[config.mk]
export PLATFORM = sky130hd
export DESIGN_NAME = mpfc_flow_ctrl
export DESIGN_NICKNAME = d
export VERILOG_FILES = /design/src/mpfc_pkg.sv /design/src/mpfc_tx_frame.sv /design/src/mpfc_pause_timer.sv /design/src/mpfc_flow_ctrl.sv
export SDC_FILE = /design/constraint.sdc
export NUM_CORES = 1
export LEC_CHECK = 0
export ABC_AREA = 1
export BUFFER_PORTS_ARGS = -buffer_cell sky130_fd_sc_hd__buf_2
export CAP_MARGIN = 10
export CORE_UTILIZATION = 40
export CTS_CLUSTER_SIZE = 40
export DETAILED_ROUTE_END_ITERATION = 12
export PLACE_DENSITY = 0.59
export SLEW_MARGIN = 20
export SYNTH_ARGS = -nofsm -noshare
export SYNTH_HDL_FRONTEND = slang
export SYNTH_SLANG_ARGS = --single-unit
[constraint.sdc]
create_clock -name clk -period 5.55 [get_ports clk]
set_input_delay 0.2775 -clock clk [delete_from_list [all_inputs] [get_ports clk]]
set_output_delay 0.2775 -clock clk [all_outputs]
set_load 0.03 [all_outputs]
[src/mpfc_pkg.sv]
// Constants, register map and types of the MAC pause flow control block
package mpfc_pkg;

  // Clock and pause quantum timing
  localparam int CLK_PERIOD_NS = 10;
  localparam int QUANT_NS_1G = 512;
  localparam int QUANT_NS_100M = 5120;
  localparam int QUANT_NS_10M = 51200;
  localparam int QUANT_CYC_1G = (QUANT_NS_1G + CLK_PERIOD_NS - 1) /
                                CLK_PERIOD_NS;
  localparam int QUANT_CYC_100M = (QUANT_NS_100M + CLK_PERIOD_NS - 1) /
                                  CLK_PERIOD_NS;
  localparam int QUANT_CYC_10M = (QUANT_NS_10M + CLK_PERIOD_NS - 1) /
                                 CLK_PERIOD_NS;
  localparam int QCNT_W = 13;

  // Frame constants
  localparam logic [47:0] CTRL_MCAST_DA = 48'h0180C2000001;
  localparam logic [15:0] CTRL_TYPE = 16'h8808;
  localparam logic [15:0] PAUSE_OPCODE = 16'h0001;
  localparam int CTRL_FRAME_BYTES = 64;
  localparam int PAUSE_GEN_BYTES = 60;
  localparam logic [5:0] PAUSE_LAST_IDX = 6'(PAUSE_GEN_BYTES - 1);
  localparam int DA_BYTES = 6;
  localparam int HDR_FIRST = 12;
  localparam int HDR_LAST = 17;
  localparam int RX_CNT_W = 14;

  // Register map
  localparam int ADDR_W = 8;
  localparam logic [7:0] REG_CONFIG = 8'h00;
  localparam logic [7:0] REG_STA_LO = 8'h04;
  localparam logic [7:0] REG_STA_HI = 8'h08;
  localparam logic [7:0] REG_STATUS = 8'h0C;
  localparam logic [7:0] REG_ACTED = 8'h10;

  // Config fields and reset value
  localparam int CFG_TX_FC_BIT = 0;
  localparam int CFG_RX_FC_BIT = 1;
  localparam int CFG_LEN_CHK_BIT = 2;
  localparam int CFG_SPEED_LSB = 4;
  localparam logic [1:0] SPEED_10M = 2'h0;
  localparam logic [1:0] SPEED_100M = 2'h1;
  localparam logic [1:0] SPEED_1G = 2'h2;
  localparam logic [31:0] CONFIG_RST = 32'h00000027;
  localparam logic [47:0] STA_RST = 48'h000000000000;

  // Status fields
  localparam int STS_INHIBIT_BIT = 0;
  localparam int STS_PEND_BIT = 1;
  localparam int STS_REMAIN_LSB = 16;

  typedef enum logic [2:0] {
    TX_IDLE = 3'b001,
    TX_PAUSE = 3'b010,
    TX_USER = 3'b100
  } mpfc_tx_e;

endpackage : mpfc_pkg

[src/mpfc_tx_frame.sv]
// Byte generator for an outgoing pause control frame (DA through pad)
module mpfc_tx_frame (
  input wire logic [5:0] idx,
  input wire logic [47:0] sta,
  input wire logic [15:0] param,
  output logic [7:0] tx_byte
);
  import mpfc_pkg::*;

  always_comb begin
    tx_byte = 8'h00;
    case (idx)
      6'd0: tx_byte = CTRL_MCAST_DA[47:40];
      6'd1: tx_byte = CTRL_MCAST_DA[39:32];
      6'd2: tx_byte = CTRL_MCAST_DA[31:24];
      6'd3: tx_byte = CTRL_MCAST_DA[23:16];
      6'd4: tx_byte = CTRL_MCAST_DA[15:8];
      6'd5: tx_byte = CTRL_MCAST_DA[7:0];
      6'd6: tx_byte = sta[7:0];
      6'd7: tx_byte = sta[15:8];
      6'd8: tx_byte = sta[23:16];
      6'd9: tx_byte = sta[31:24];
      6'd10: tx_byte = sta[39:32];
      6'd11: tx_byte = sta[47:40];
      6'd12: tx_byte = CTRL_TYPE[15:8];
      6'd13: tx_byte = CTRL_TYPE[7:0];
      6'd14: tx_byte = PAUSE_OPCODE[15:8];
      6'd15: tx_byte = PAUSE_OPCODE[7:0];
      6'd16: tx_byte = param[15:8];
      6'd17: tx_byte = param[7:0];
      default: tx_byte = 8'h00;
    endcase
  end

endmodule : mpfc_tx_frame

[src/mpfc_pause_timer.sv]
// Pause quanta timer that holds off the transmitter
module mpfc_pause_timer (
  input wire logic clk,
  input wire logic rst_b,
  input wire logic load,
  input wire logic [15:0] load_val,
  input wire logic [mpfc_pkg::QCNT_W-1:0] q_cycles,
  output logic active,
  output logic [15:0] remaining
);
  import mpfc_pkg::*;

  logic [15:0] quanta_r;
  logic [QCNT_W-1:0] sub_r;
  wire sub_done = (sub_r <= QCNT_W'(1));

  always_ff @(posedge clk) begin
    if (!rst_b) begin
      quanta_r <= 16'h0000;
      sub_r <= '0;
    end else if (load) begin
      // New value replaces the running one; zero cancels at once
      quanta_r <= load_val;
      sub_r <= q_cycles;
    end else if (quanta_r != 16'h0000) begin
      if (sub_done) begin
        quanta_r <= quanta_r - 16'h0001;
        sub_r <= q_cycles;
      end else begin
        sub_r <= sub_r - QCNT_W'(1);
      end
    end
  end

  assign active = (quanta_r != 16'h0000);
  assign remaining = quanta_r;

  property p_reload;
    @(posedge clk) disable iff (!rst_b)
    load |=> (remaining == $past(load_val));
  endproperty
  a_reload: assert property (p_reload)
    else $error("pause timer did not reload with the received value");

  property p_quantum_hold;
    @(posedge clk) disable iff (!rst_b)
    (active && !load && !sub_done) |=> (remaining == $past(remaining));
  endproperty
  a_quantum_hold: assert property (p_quantum_hold)
    else $error("pause quantum ended before its bit time count");

endmodule : mpfc_pause_timer

[src/mpfc_flow_ctrl.sv]
// Pause frame flow control: pause send, pause receive and transmit hold-off

// Overview of operation
// - With transmit flow control on, a request sends a pause frame.
// - Request and duration are driven and sampled on this clock.
// - Pause frame uses control multicast DA and station address as SA.
// - Idle sends at once; busy finishes frame, then pause precedes user.
// - Local pause frames go out even while user frames are held off.
// - One pending request; repeats yield one frame with latest duration.
// - Flow control off: control frames from user pass as normal frames.
// - Received control frame is error-free only if good and 64 bytes.
// - Control frame failing checks is forwarded marked bad.
// - Pause reception off: good control frame forwarded as normal.
// - Match DA to multicast or station, type to 88-08, then opcode.
// - Valid pause with size condition holds transmitter for its quanta.
// - Hold-off withholds user stream ready until the interval ends.
// - A pause frame acted upon is forwarded marked bad.
// - Length check on: control type not 64 bytes is ignored, marked bad.
// - Any address, type or opcode mismatch: ignored, marked good.
// - Every received control frame raises the control statistics bit.
// - A zero duration pause ends a running pause at once.
// - One pause quantum is 512 bit times at the selected speed; at 1G the code rounds up to 52 clocks, 520 ns.
// - The control type code is 88-08.
module mpfc_flow_ctrl #(
  parameter int unsigned QUANT_CYC_10M_P = mpfc_pkg::QUANT_CYC_10M
) (
  input wire logic clk,
  input wire logic rst_b,
  input wire logic [mpfc_pkg::ADDR_W-1:0] reg_addr,
  input wire logic [31:0] reg_wdata,
  input wire logic reg_wr,
  input wire logic reg_rd,
  output logic [31:0] reg_rdata,
  input wire logic pause_req,
  input wire logic [15:0] pause_val,
  input wire logic [7:0] tx_tdata,
  input wire logic tx_tvalid,
  input wire logic tx_tlast,
  output logic tx_tready,
  output logic [7:0] tx_line_data,
  output logic tx_line_valid,
  output logic tx_line_last,
  input wire logic [7:0] rx_line_data,
  input wire logic rx_line_valid,
  input wire logic rx_line_last,
  input wire logic rx_line_good,
  output logic [7:0] rx_tdata,
  output logic rx_tvalid,
  output logic rx_tlast,
  output logic rx_tuser_bad,
  output logic rx_stat_ctrl
);
  import mpfc_pkg::*;

  // Registers
  logic [31:0] config_r;
  logic [31:0] sta_lo_r;
  logic [15:0] sta_hi_r;
  logic [15:0] acted_r;
  logic [31:0] rdata_r;

  wire tx_fc_en = config_r[CFG_TX_FC_BIT];
  wire rx_fc_en = config_r[CFG_RX_FC_BIT];
  wire len_chk_en = config_r[CFG_LEN_CHK_BIT];
  wire [1:0] speed = config_r[CFG_SPEED_LSB +: 2];
  wire [47:0] sta = {sta_hi_r, sta_lo_r};

  // Transmit side state
  mpfc_tx_e tx_st_r;
  mpfc_tx_e tx_st_nxt;
  logic pend_r;
  logic pend_nxt;
  logic [15:0] val_r;
  logic [15:0] send_param_r;
  logic [5:0] pidx_r;
  logic [7:0] frame_byte;

  // Receive side state
  logic [RX_CNT_W-1:0] rx_cnt_r;
  logic [47:0] da_r;
  logic [47:0] hdr_r;

  // Timer interface
  logic inhibit;
  logic [15:0] remaining;
  logic [QCNT_W-1:0] q_cyc;

  // Register bus decode
  wire wr_config = reg_wr && (reg_addr == REG_CONFIG);
  wire wr_sta_lo = reg_wr && (reg_addr == REG_STA_LO);
  wire wr_sta_hi = reg_wr && (reg_addr == REG_STA_HI);
  wire [31:0] status_word = {remaining, 14'h0000, pend_r, inhibit};

  logic [31:0] rd_mux;
  always_comb begin
    rd_mux = 32'h00000000;
    case (reg_addr)
      REG_CONFIG: rd_mux = config_r;
      REG_STA_LO: rd_mux = sta_lo_r;
      REG_STA_HI: rd_mux = {16'h0000, sta_hi_r};
      REG_STATUS: rd_mux = status_word;
      REG_ACTED: rd_mux = {16'h0000, acted_r};
      default: rd_mux = 32'h00000000;
    endcase
  end

  always_ff @(posedge clk) begin
    if (!rst_b) begin
      config_r <= CONFIG_RST;
      sta_lo_r <= STA_RST[31:0];
      sta_hi_r <= STA_RST[47:32];
    end else begin
      if (wr_config) begin
        config_r <= reg_wdata;
      end
      if (wr_sta_lo) begin
        sta_lo_r <= reg_wdata;
      end
      if (wr_sta_hi) begin
        sta_hi_r <= reg_wdata[15:0];
      end
    end
  end

  always_ff @(posedge clk) begin
    if (!rst_b) begin
      rdata_r <= 32'h00000000;
    end else begin
      rdata_r <= reg_rd ? rd_mux : 32'h00000000;
    end
  end
  assign reg_rdata = rdata_r;

  // Pause request capture: one pending slot, latest duration kept
  wire fc_req = pause_req && tx_fc_en;
  wire start_pause = (tx_st_r == TX_IDLE) && pend_r && tx_fc_en;
  wire start_user = (tx_st_r == TX_IDLE) && !start_pause && tx_tvalid &&
                    !inhibit;
  wire pause_end = (tx_st_r == TX_PAUSE) && (pidx_r == PAUSE_LAST_IDX);
  wire user_end = (tx_st_r == TX_USER) && tx_tvalid && tx_tlast;

  // A request in the start cycle stays pending for a second frame
  assign pend_nxt = fc_req ? 1'b1 :
                    (start_pause || !tx_fc_en) ? 1'b0 : pend_r;

  always_ff @(posedge clk) begin
    if (!rst_b) begin
      pend_r <= 1'b0;
      val_r <= 16'h0000;
    end else begin
      pend_r <= pend_nxt;
      if (fc_req) begin
        val_r <= pause_val;
      end
    end
  end

  // Transmit arbiter: pause frames win over user frames at frame borders
  always_comb begin
    tx_st_nxt = tx_st_r;
    case (tx_st_r)
      TX_IDLE: begin
        if (start_pause) begin
          tx_st_nxt = TX_PAUSE;
        end else if (start_user) begin
          tx_st_nxt = TX_USER;
        end
      end
      TX_PAUSE: begin
        if (pause_end) begin
          tx_st_nxt = TX_IDLE;
        end
      end
      TX_USER: begin
        if (user_end) begin
          tx_st_nxt = TX_IDLE;
        end
      end
      default: tx_st_nxt = TX_IDLE;
    endcase
  end

  always_ff @(posedge clk) begin
    if (!rst_b) begin
      tx_st_r <= TX_IDLE;
      pidx_r <= 6'd0;
      send_param_r <= 16'h0000;
    end else begin
      tx_st_r <= tx_st_nxt;
      if (start_pause) begin
        send_param_r <= val_r;
        pidx_r <= 6'd0;
      end else if (tx_st_r == TX_PAUSE) begin
        pidx_r <= pidx_r + 6'd1;
      end
    end
  end

  mpfc_tx_frame u_tx_frame (
    .idx(pidx_r),
    .sta(sta),
    .param(send_param_r),
    .tx_byte(frame_byte)
  );

  // User frames, control frames included, pass unchanged
  assign tx_tready = (tx_st_r == TX_USER);

  always_ff @(posedge clk) begin
    if (!rst_b) begin
      tx_line_data <= 8'h00;
      tx_line_valid <= 1'b0;
      tx_line_last <= 1'b0;
    end else if (tx_st_r == TX_PAUSE) begin
      tx_line_data <= frame_byte;
      tx_line_valid <= 1'b1;
      tx_line_last <= pause_end;
    end else if (tx_st_r == TX_USER) begin
      tx_line_data <= tx_tdata;
      tx_line_valid <= tx_tvalid;
      tx_line_last <= tx_tvalid && tx_tlast;
    end else begin
      tx_line_valid <= 1'b0;
      tx_line_last <= 1'b0;
    end
  end

  // Receive header capture
  wire rx_end = rx_line_valid && rx_line_last;
  wire in_da = (rx_cnt_r < RX_CNT_W'(DA_BYTES));
  wire in_hdr = (rx_cnt_r >= RX_CNT_W'(HDR_FIRST)) &&
                (rx_cnt_r <= RX_CNT_W'(HDR_LAST));
  wire [RX_CNT_W-1:0] cnt_sat = {RX_CNT_W{1'b1}};

  always_ff @(posedge clk) begin
    if (!rst_b) begin
      rx_cnt_r <= '0;
      da_r <= 48'h000000000000;
      hdr_r <= 48'h000000000000;
    end else if (rx_line_valid) begin
      if (rx_line_last) begin
        rx_cnt_r <= '0;
      end else if (rx_cnt_r != cnt_sat) begin
        rx_cnt_r <= rx_cnt_r + RX_CNT_W'(1);
      end
      if (in_da) begin
        da_r <= {da_r[39:0], rx_line_data};
      end
      if (in_hdr) begin
        hdr_r <= {hdr_r[39:0], rx_line_data};
      end
    end
  end

  // Station address in wire order for the destination compare
  logic [47:0] sta_wire;
  for (genvar g = 0; g < DA_BYTES; g++) begin : g_sta_swap
    assign sta_wire[47-8*g -: 8] = sta[8*g +: 8];
  end

  // Frame decision at the last byte
  wire [15:0] rx_type = hdr_r[47:32];
  wire [15:0] rx_opcode = hdr_r[31:16];
  wire [15:0] rx_param = hdr_r[15:0];
  wire is_ctrl = (rx_type == CTRL_TYPE);
  wire len64 = (rx_cnt_r == RX_CNT_W'(CTRL_FRAME_BYTES - 1));
  wire da_hit = (da_r == CTRL_MCAST_DA) || (da_r == sta_wire);
  wire op_hit = is_ctrl && (rx_opcode == PAUSE_OPCODE);
  wire size_ok = len64 || !len_chk_en;
  wire len_bad = is_ctrl && len_chk_en && !len64;
  wire act = rx_end && rx_line_good && rx_fc_en && !len_bad && da_hit &&
             op_hit && size_ok;

  logic bad_now;
  always_comb begin
    bad_now = 1'b0;
    if (!rx_line_good) begin
      bad_now = 1'b1;
    end else if (len_bad) begin
      bad_now = 1'b1;
    end else if (act) begin
      bad_now = 1'b1;
    end else begin
      bad_now = 1'b0;
    end
  end

  always_ff @(posedge clk) begin
    if (!rst_b) begin
      rx_tdata <= 8'h00;
      rx_tvalid <= 1'b0;
      rx_tlast <= 1'b0;
      rx_tuser_bad <= 1'b0;
      rx_stat_ctrl <= 1'b0;
    end else begin
      rx_tdata <= rx_line_data;
      rx_tvalid <= rx_line_valid;
      rx_tlast <= rx_end;
      rx_tuser_bad <= rx_end && bad_now;
      rx_stat_ctrl <= rx_end && is_ctrl;
    end
  end

  always_ff @(posedge clk) begin
    if (!rst_b) begin
      acted_r <= 16'h0000;
    end else if (act) begin
      acted_r <= acted_r + 16'h0001;
    end
  end

  // Quantum length by link speed
  always_comb begin
    q_cyc = QCNT_W'(QUANT_CYC_1G);
    case (speed)
      SPEED_1G: q_cyc = QCNT_W'(QUANT_CYC_1G);
      SPEED_100M: q_cyc = QCNT_W'(QUANT_CYC_100M);
      SPEED_10M: q_cyc = QCNT_W'(QUANT_CYC_10M_P);
      default: q_cyc = QCNT_W'(QUANT_CYC_1G);
    endcase
  end

  mpfc_pause_timer u_pause_timer (
    .clk(clk),
    .rst_b(rst_b),
    .load(act),
    .load_val(rx_param),
    .q_cycles(q_cyc),
    .active(inhibit),
    .remaining(remaining)
  );

  property p_pause_first;
    @(posedge clk) disable iff (!rst_b)
    (tx_st_r == TX_IDLE && pend_r && tx_fc_en) |=>
      (tx_st_r == TX_PAUSE) ##1 (tx_line_valid && tx_line_data == 8'h01);
  endproperty
  a_pause_first: assert property (p_pause_first)
    else $error("pending pause frame not sent first from idle");

  property p_pause_len;
    @(posedge clk) disable iff (!rst_b)
    (tx_st_r == TX_PAUSE && pidx_r == 6'd0) |=>
      (tx_line_valid && !tx_line_last) ##59 (tx_line_valid && tx_line_last);
  endproperty
  a_pause_len: assert property (p_pause_len)
    else $error("pause frame length is not sixty bytes before the FCS");

  property p_pause_param;
    @(posedge clk) disable iff (!rst_b)
    (tx_st_r == TX_PAUSE && pidx_r == 6'd16) |=>
      (tx_line_data == $past(send_param_r[15:8])) ##1
      (tx_line_data == send_param_r[7:0]);
  endproperty
  a_pause_param: assert property (p_pause_param)
    else $error("pause parameter field does not carry sampled value");

  property p_latest_val;
    @(posedge clk) disable iff (!rst_b)
    (pause_req && tx_fc_en) |=> (pend_r && val_r == $past(pause_val));
  endproperty
  a_latest_val: assert property (p_latest_val)
    else $error("pause request not held with its latest duration");

  property p_holdoff;
    @(posedge clk) disable iff (!rst_b)
    (tx_st_r == TX_IDLE && inhibit) |=> !tx_tready;
  endproperty
  a_holdoff: assert property (p_holdoff)
    else $error("user stream accepted a new frame during hold-off");

  property p_fc_off;
    @(posedge clk) disable iff (!rst_b)
    (tx_st_r == TX_IDLE && !tx_fc_en) |=> (tx_st_r != TX_PAUSE);
  endproperty
  a_fc_off: assert property (p_fc_off)
    else $error("pause frame sent with transmit flow control off");

  property p_acted_bad;
    @(posedge clk) disable iff (!rst_b)
    act |=> (rx_tlast && rx_tuser_bad && inhibit == (remaining != 16'h0000));
  endproperty
  a_acted_bad: assert property (p_acted_bad)
    else $error("acted pause frame not forwarded marked bad");

  property p_bad_fcs;
    @(posedge clk) disable iff (!rst_b)
    (rx_end && !rx_line_good) |=> (rx_tlast && rx_tuser_bad);
  endproperty
  a_bad_fcs: assert property (p_bad_fcs)
    else $error("errored frame forwarded as good");

  property p_len_bad;
    @(posedge clk) disable iff (!rst_b)
    (rx_end && is_ctrl && len_chk_en && !len64) |->
      !act ##1 (rx_tuser_bad && rx_stat_ctrl);
  endproperty
  a_len_bad: assert property (p_len_bad)
    else $error("wrong length control frame not ignored and marked bad");

  property p_mismatch_good;
    @(posedge clk) disable iff (!rst_b)
    (rx_end && rx_line_good && !len_bad && !(da_hit && op_hit)) |=>
      (rx_tlast && !rx_tuser_bad);
  endproperty
  a_mismatch_good: assert property (p_mismatch_good)
    else $error("non-matching frame forwarded marked bad");

  property p_cancel;
    @(posedge clk) disable iff (!rst_b)
    (act && rx_param == 16'h0000) |=> (!inhibit && remaining == 16'h0000);
  endproperty
  a_cancel: assert property (p_cancel)
    else $error("zero duration pause did not end the hold-off");

  property p_ctrl_stat;
    @(posedge clk) disable iff (!rst_b)
    rx_end |=> (rx_stat_ctrl == $past(is_ctrl));
  endproperty
  a_ctrl_stat: assert property (p_ctrl_stat)
    else $error("control frame statistics bit wrong");

endmodule : mpfc_flow_ctrl

==> out/metrics.yaml, run 1 <==
drt:
  totalWireLength_um: 50430
  met3_length_um: 2806
  initialDrtViolationCount: 1332
  vias: 14392
  drc_errors: 0
  routed_via_density: 5.346
  wl_per_cell_um: 18.73
  wl_met2_um: 22590
  antenna_left: 0
  wl_met1_um: 23610
  dr.pass1.iters: 6
  highest_layer: "met4"
yosys:
  synthFlopType: "dfxtp_1"
  synthTopCellsByCount: "dfxtp_1, nand2_1, nor2_1, inv_1, o21ai_0"
  synth_seq_area_share_pct: 44.00
  synth_top_area_share_pct: 44.00
  syn_inst: 2080
  netlist_top_cells_area: "dfxtp_1, nand2_1, o21ai_0"
  yosys_register_bits: 331
  synth_edf_count: 0
  syn-cell-area_um2: 15060
  yosysMostFrequentCell: "dfxtp_1"
  synth_nets: 2173
  yosys.area.top_type: "dfxtp_1"
  yosys_warnings: 0
  ys_types: 46
  postSynth.asyncResetShare_pct: 0
  avgSynthCellArea_um2: 7.240
place:
  portBuffers: 136
  gp_congestion: 0.9484
  placed_cells: 2603
  place_area_um2: 16030
  dpl.hpwl_um: 37180
sta:
  finalSetupViolations: 0
  fmax_mhz: 371.9
  period_needed_ps: 2689
  tns_ps: 0
  hold_viol: 0
  tightest_slew_ps: 1093
  drv_slew: 0
  post-route-period-util_pct: 48.44
  relSlewSlack_pct: 27.04
  finClkSkew_ps: 24.68
  rsz0062_at_grt: "no"
global_route:
  grt_usage_pct: 25.95
  grt_max_degree: 85
  antenna_found_initial: 3
  grt_pass1_vias: 13260
  grt_first_pass_wirelength_um: 77330
  grt_overflow: 0
clocking:
  cts_root_buffer: "clkbuf_16"
  cts_tree: "built"
  ctsHtreeMaxLevel: 2
  cts_inserted_buffers: 38
  clock_sinks: 331
  clk_pin_slew_ps: 60
  clkLatencyLatePin_ps: 540
  cts-resized-gates: 0
  cts_buffer_depth: 3
setup_path:
  crit_path_max_fanout: 14
  criticalPathCategory: "flip-flop to flip-flop"
  worstPathRequired_ps: 5950
  startpoint_type: "flip-flop"
  cp_data_arrival_time_ps: 3090
  cp-end-kind: "flip-flop"
floorplan:
  boundaryPins: 137
  core_area_um2: 36790
  die_y_um: 196.0
  die_width_um: 196.0
  row_count: 70
  start_util_pct: 40.94
  die_area_um2: 38430
power:
  p_clk_share_pct: 37.6
  switchingPower_mw: 2.191
  p_total_mw: 6.792
  combinationalPowerShare_pct: 23.1
  max-vdd-ir-drop_mv: 0.2631
  switching_share_pct: 32.26
  power.internal_mw: 4.601
  seq_power_share_pct: 39.3
  power_density_nw_per_um2: 387.8
  p_leak_nw: 7.247
outcome:
  status: "complete, no violations"
run:
  maxCapViolations: 0
layout:
  nFillCells: 3726
  final_cells: 2692
  area_growth_pct: 16.31
  regArea_um2: 6626
  multi_input_area_um2: 7107
  nets: 2289
  drive_gt1_share_pct: 11.66
  design_area_um2: 17510
  fin_util_pct: 47.61
min_path:
  hold_class: "input pin to flip-flop"
## through the flow
stage	hold slack (ps)	setup slack [ps]
after CTS	0.9614	2876
after global placement	438.5	2702
after floorplan	371.0	3618
after global routing	17.35	2606
after detailed placement	442.9	2603
final	8.419	2861
## power by group through the flow
stage          combinational (mW)  clock (mW)  sequential [mW]
2_1_floorplan                1.15           0             2.70
3_3_place_gp                 1.51           0             2.71
3_5_place_dp                 1.54           0             2.71
4_1_cts                      1.56        2.60             2.66
5_1_grt                      1.78        2.71             2.68
6_report                     1.57        2.56             2.67
## worst max-delay path, cell delays in order, from the launching register on
cell	delay, ps
dfxtp_1	310
inv_1	120
ha_1	190
inv_1	60
nor2_1	240
nand4_1	200
nor3_2	730
inv_1	320
nand3_1	170
nand2_1	70
nor2_1	100
nor2_1	50
## layout by cell type, fill, tap and decap left out, types with 11 or more instances in the layout
master / count
ha_1: 11
a221oi_1: 15
clkbuf_16: 39
o22ai_1: 26
nand4_1: 32
nor3_1: 54
inv_1: 233
dfxtp_1: 331
xor2_1: 21
nor2_1: 265
inv_2: 19
xnor2_1: 38
nand2_1: 327
a21oi_1: 192
dlygate4sd3_1: 21
nand3_1: 74
buf_2: 135
nor4_1: 39
a211oi_1: 27
o21ai_0: 208
## state kept, by name, indices dropped and copies added, names as in the netlist, 14 cells and up
signal,cells
sta_hi_r,16
acted_r,16
val_r,16
send_param_r,16
u_pause_timer.remaining,16
rx_cnt_r,14
config_r,32
da_r,48
sta_lo_r,32
reg_rdata,32
hdr_r,48
## kinds of logic after synthesis
| group | synth area share [%] |
|---|---|
| buffers and inverters | 8.924 |
| AND/OR/NAND/NOR | 24.40 |
| AO/OA/AOI/OAI | 18.33 |
| flip-flops | 44.01 |
| XOR/XNOR | 3.432 |
| adder cells (fa/ha/maj) | 0.9140 |
## what timing repair did
action / CTS / global route
endpoints found under the hold margin: 21 / 0
hold buffers: 21 / 0
buffers inserted: 0 / 0
## area by class of cell
type / count / share of cell area [%]
diodes: 3 / 0.04286
clock buffers: 52 / 6.365
clock inverters: 13 / 0.8644
inverters: 256 / 5.486
multi-input cells: 1403 / 40.58
flip-flops and latches: 331 / 37.83
well taps: 468 / 3.343
repair buffers: 166 / 5.486
## final timing paths
check	startpoint	endpoint	slack (ps)	cells past startpoint
max	u_pause_timer.remaining[0]	u_pause_timer.sub_r[2]	2860	11
min	pause_val[10]	val_r[10]	8	3
max reg2reg	u_pause_timer.remaining[0]	u_pause_timer.sub_r[2]	2860	11
min reg2reg	send_param_r[4]	send_param_r[4]	450	2
## layer usage
layer,up-vias,track usage (%)
met5,-,0
met4,0,7.870
met3,75,3.559
met2,444,40.45
met1,6724,37.06
li1,7149,-
(Power assumes the default switching activity.)
==> run 2: changes to the inputs <==
- clock period: 5.55 -> 2.6 ns (I/O delays scaled with it)
==> run 2 against run 1 <==
  * Critical path depth up 2
  * Final cell count grew 3.5%
  * Maximum frequency grew 15%
  * Register-to-register slack got worse by 2600 ps
  * Die area unchanged
  * Highest routed layer unchanged
  * Routed wire length grew 5.4%
  * First-iteration DRC count increased by 5.3%
  * Combinational power grew 130%
  * Sequential cell count did not move
==> out/metrics.yaml, run 2 (synthesis gave the netlist of run 1 again) <==
sta:
  post-route-period-util_pct: 89.83  # +41 points
  fmax_mhz: 428.2  # +15%
  drv_slew: 0  # unchanged
  relSlewSlack_pct: 44.85  # +18 points
  rsz0062_at_grt: "no"
  hold_viol: 0  # unchanged
  tns_ps: 0  # unchanged
  finClkSkew_ps: 15.11  # -9.571 ps
  tightest_slew_ps: 826.4  # -266.9 ps
  finalSetupViolations: 0  # unchanged
  setup_slack_ps: 264.4  # -2597 ps
  period_needed_ps: 2336  # -353.0 ps
drt:
  dr.pass1.iters: 6  # unchanged
  drc_errors: 0  # unchanged
  vias: 14879  # +3.4%
  routed_via_density: 5.339  # -0.14%
  initialDrtViolationCount: 1403  # +5.3%
  totalWireLength_um: 53180  # +5.4%
  antenna_left: 0  # unchanged
  wl_per_cell_um: 19.08  # +1.9%
setup_path:
  cp_data_arrival_time_ps: 2830  # -260 ps
  cp_slowest_cell: "dfxtp_1"
  r2r_start: "sta_hi_r[15]"
  r2r-end: "u_pause_timer.remaining[14]"
  criticalPathCategory: "flip-flop to flip-flop"
  startpoint_type: "flip-flop"
  crit_cells: 13  # +2
  cpLargestDelayFamily: "simple AND/OR/NAND/NOR gates"
  r2r_cells: 13  # +2
  crit_path_max_fanout: 15  # +1
  cp-startpoint: "sta_hi_r[15]"
  path_buf_inv: 1  # -2
  ff2ff_setup_slack_ps: 260  # -2600 ps
  cpPeakStageDelay_ps: 570  # -160 ps
  path_cells: "xnor2_1 -> nand2_1 -> nor2_1 -> nand2_1 -> nor2_1 -> nand3_1 -> nand2_2 -> nand2_4 -> o21ai_2 -> nand2_4 -> inv_2 -> nand2_1 -> nand2_1"
  cp-end-kind: "flip-flop"
  cp_common_cell: "nand2_1"
  worstPathRequired_ps: 3090  # -2860 ps
  crit_path_end: "u_pause_timer.remaining[14]"
floorplan:
  start_util_pct: 40.94  # unchanged
  boundaryPins: 137  # unchanged
  die_area_um2: 38430  # unchanged
  row_count: 70  # unchanged
  die_width_um: 196.0  # unchanged
  die_y_um: 196.0  # unchanged
  core_area_um2: 36790  # unchanged
global_route:
  grt_overflow: 0  # unchanged
  grt_max_degree: 126  # +48%
  grt_usage_pct: 27.31  # +1.4 points
  antenna_found_initial: 1  # -2
  grt_first_pass_wirelength_um: 80870  # +4.6%
  grt_pass1_vias: 13895  # +4.8%
clocking:
  clock_sinks: 331  # unchanged
  cts-resized-gates: 0  # unchanged
  ctsHtreeMaxLevel: 2  # unchanged
  clkLatencyLatePin_ps: 550  # about the same
  clk_pin_slew_ps: 60  # about the same
  cts_hold_buffers: 72  # +240%
  cts_root_buffer: "clkbuf_16"
  cts_buffer_depth: 3  # unchanged
  cts_inserted_buffers: 40  # +5.3%
  cts_setup_buffers: 0  # unchanged
  cts_tree: "built"
layout:
  drive_gt1_share_pct: 12.90  # +1.2 points
  nFillCells: 3663  # -1.7%
  nets: 2383  # +4.1%
  final_common_cell: "dfxtp_1"
  final_cell_mix: "dfxtp_1, nand2_1, nor2_1"
  layout_top_registers: "da_r (48), hdr_r (48)"
  area_growth_pct: 22.45
  final_cells: 2787  # +3.5%
outcome:
  status: "complete, no violations"
power:
  power_density_nw_per_um2: 812.4  # +110%
  max-vdd-ir-drop_mv: 0.5657  # +110%
  p_leak_nw: 7.708  # +6.4%
place:
  place_ws_ps: 287.0  # -2316 ps
  portBuffers: 136  # unchanged
  gp_congestion: 1.027  # +8.2%
  dpl.hpwl_um: 39270  # +5.6%
  placed_cells: 2644  # +1.6%
run:
  maxCapViolations: 0  # unchanged
min_path:
  hold_class: "input pin to flip-flop"
  holdPathStages: 3  # unchanged
run 2: cell count changes in the layout (fill, tap and decap cells not counted), moves of 4 or more:
cell	delta
buf_12	+4
buf_4	+37
clkbuf_1	+5
dlygate4sd3_1	+51
run 2: per-layer routing:
metal  vias to the layer above  global-route usage (%)  wire length [µm]
met5                         -                       0                 0
met4                         0                   11.08              2024
met3                        91                   3.713              3361
met2                       503                   42.30             23360
met1                      6961                   38.21             24440
li1                       7324                       -                 -
run 2: worst min path at each step:
stage                     from      endpoint  slack (ps)
2_1_floorplan  rx_line_data[0]   rx_tdata[0]         220
3_3_place_gp      reg_wdata[1]   config_r[1]         360
3_5_place_dp   rx_line_data[2]   rx_tdata[2]         380
4_1_cts            reg_addr[2]  reg_rdata[1]         0.6
5_1_grt            reg_addr[2]  reg_rdata[1]          20
6_report           reg_addr[2]  reg_rdata[1]          40
run 2: final cells by class:
class	instances	area (µm²)	share of cell area, %
inverter	256	960.9	5.211
multi-input combinational	1403	7097	38.49
tap	468	585.6	3.176
timing repair buffer	258	1829	9.921
clock inverter	13	181.4	0.9839
antenna	1	2.502	0.01357
sequential	331	6626	35.94
clock buffer	57	1156	6.270
run 2: report_power, final:
group | internal [mW] | switching (mW) | total (mW)
clock network | 3.49 | 2.22 | 5.71
logic | 1.32 | 2.26 | 3.58
registers | 5.40 | 0.288 | 5.69
total | 10.2 | 4.77 | 15.0
run 2: worst min-delay path, cell delays in order:
cell     delay, ps
buf_2          140
nand3_1        110
a31oi_1        130
run 2: stage by stage:
stage / util, % / power [mW] / hold slack, ps / instance area, µm²
after detailed placement: 44.52 / 9.246 / 376.5 / 16380
after global routing: 50.13 / 15.76 / 21.65 / 18440
after CTS: 50.12 / 15.07 / 0.5758 / 18440
after floorplan: - / 8.211 / 223.5 / 15060
final: 50.13 / 14.98 / 43.75 / 18440
after global placement: 44.52 / 9.235 / 364.9 / 16380
==> run 3: changes to the inputs <==
- REMOVE_ABC_BUFFERS: not set -> 1
==> run 3 against run 2 <==
  * Routed wire length shrank 3.9%
  * Via count shrank 0.19%
  * Clock power about the same
  * Worst hold slack better by 36 ps
  * Power up 0.51%
  * Maximum frequency up 0.83%
  * Critical endpoint unchanged
  * Largest cell class unchanged
==> out/metrics.yaml, run 3 (synthesis gave the netlist of run 1 again) <==
outcome:
  status: "complete, no violations"
clocking:
  ctsHtreeMaxLevel: 2  # unchanged
  cts_tree: "built"
  clk_pin_slew_ps: 60  # about the same
  cts_root_buffer: "clkbuf_16"
  clkLatencyLatePin_ps: 560  # about the same
  cts_inserted_buffers: 39  # -2.5%
  cts_buffer_depth: 3  # unchanged
  cts_setup_buffers: 0  # unchanged
  clock_sinks: 331  # unchanged
global_route:
  antenna_found_initial: 0  # -1
  grt_overflow: 0  # unchanged
  grt_pass1_vias: 13960  # +0.47%
  grt_first_pass_wirelength_um: 78800  # -2.6%
  grt_max_degree: 101  # -20%
  grt_usage_pct: 26.41  # -0.90 points
sta:
  finalSetupViolations: 0  # unchanged
  hold_viol: 0  # unchanged
  relSlewSlack_pct: 27.63  # -17 points
  finClkSkew_ps: 14.43  # -0.6731 ps
  tightest_slew_ps: 1085  # +259.1 ps
  period_needed_ps: 2316  # -19.23 ps
  fmax_mhz: 431.7  # +0.83%
  drv_slew: 0  # unchanged
  rsz0062_at_grt: "no"
  post-route-period-util_pct: 89.09  # -0.74 points
drt:
  initialDrtViolationCount: 1103  # -21%
  vias: 14851  # -0.19%
  drc_errors: 0  # unchanged
  wl_per_cell_um: 18.38  # -3.7%
  antenna_left: 0  # unchanged
  dr.pass1.iters: 6  # unchanged
  totalWireLength_um: 51090  # -3.9%
  routed_via_density: 5.342  # about the same
run:
  maxCapViolations: 0  # unchanged
power:
  power_density_nw_per_um2: 817.1  # +0.58%
  p_leak_nw: 7.699  # -0.12%
  max-vdd-ir-drop_mv: 0.6469  # +14%
floorplan:
  die_area_um2: 38430  # unchanged
  boundaryPins: 137  # unchanged
  row_count: 70  # unchanged
  die_width_um: 196.0  # unchanged
  core_area_um2: 36790  # unchanged
  die_y_um: 196.0  # unchanged
  start_util_pct: 40.94  # unchanged
setup_path:
  worstPathRequired_ps: 3090  # about the same
  criticalPathCategory: "flip-flop to flip-flop"
  cp_slowest_cell: "dfxtp_1"
  cp_common_cell: "nand2_1"
  startpoint_type: "flip-flop"
  cp_data_arrival_time_ps: 2810  # -20 ps
  crit_path_max_fanout: 25  # +10
  cpPeakStageDelay_ps: 500  # -70 ps
  path_cells: "xnor2_1 -> nand2_1 -> nor2_1 -> nand2_1 -> nor2_1 -> nand3_1 -> nand2_2 -> nand2_4 -> o21ai_2 -> nand2_4 -> inv_2 -> nand2_1 -> nand2_1"
  cp-end-kind: "flip-flop"
place:
  placed_cells: 2641  # -0.11%
  dpl.hpwl_um: 37570  # -4.3%
  portBuffers: 136  # unchanged
  place_area_um2: 16380  # about the same
  gp_congestion: 0.9731  # -5.2%
min_path:
  hold_class: "input pin to flip-flop"
layout:
  drive_gt1_share_pct: 12.89  # about the same
  area_growth_pct: 22.37  # about the same
  design_area_um2: 18430  # about the same
  final_common_cell: "dfxtp_1"
  final_cells: 2780  # -0.25%
  final_cell_mix: "dfxtp_1, nand2_1, nor2_1"
  nets: 2377  # -0.25%
  layout_top_registers: "da_r (48), hdr_r (48)"
[run 3: cell types whose count changed in the layout (fill, tap and decap cells not counted), sizes merged]
cell / before / now
buf: 186 / 183
bufinv: 4 / 3
clkbuf: 57 / 58
clkinv: 10 / 8
clkinvlp: 2 / 3
dlygate4sd3: 72 / 70
inv: 253 / 252
[run 3: worst paths after layout]
kind / from / end / slack (ps) / cells after the start
hold reg to reg: u_pause_timer.remaining[1] / u_pause_timer.remaining[1] / 460 / 2
setup / recovery: sta_lo_r[28] / u_pause_timer.remaining[14] / 280 / 13
setup reg to reg: sta_lo_r[28] / u_pause_timer.remaining[14] / 280 / 13
hold / removal: reg_rd / reg_rdata[14] / 80 / 4
[run 3: critical path: cells and delay by family (launching register included)]
| kind | cells | cell delay (ps) |
|---|---|---|
| xor+xnor | 1 | 170 |
| simple gates | 10 | 1160 |
| compound gates | 1 | 220 |
| buf+inv | 1 | 200 |
| flops | 1 | 500 |
[run 3: where the power goes]
group          internal [mW]  switching, mW
combinational           1.33           2.35
clock                   3.50           2.21
sequential              5.40          0.274
[run 3: final cells by class]
class                   instances  area (µm²)
fillers                      3660       18360
repair buffers                253        1812
inverters                     256       960.9
diodes                          1       2.502
clock buffers                  58        1210
clock inverters                10       132.6
well taps                     468       585.6
multi-input cells            1403        7097
flip-flops and latches        331        6626
[run 3: timing repair]
action / CTS / global route
gates resized for setup: 0 / 0
hold buffers: 70 / 0
endpoints found under the hold margin: 138 / 0
[run 3: per-layer routing]
layer | track usage [%] | vias up | wire, µm
met2 | 42.57 | 462 | 23160
met5 | 0 | - | 0
met4 | 8.623 | 0 | 1317
met3 | 3.782 | 75 | 3242
li1 | - | 7337 | -
met1 | 36.24 | 6977 | 23370
[run 3: stage by stage]
step                      worst slack (ps)  hold WS, ps  TNS [ps]  utilization, %  power [mW]
final                                283.6        80.07         0           50.09       15.06
after global routing                 73.55        86.82         0           50.09       15.83
after CTS                            267.2        65.00         0           50.09       15.11
after detailed placement             266.5        374.4         0           44.53       9.318
after global placement               347.5        364.9         0           44.53       9.280
after floorplan                     -351.2        214.5    -17770               -       8.132
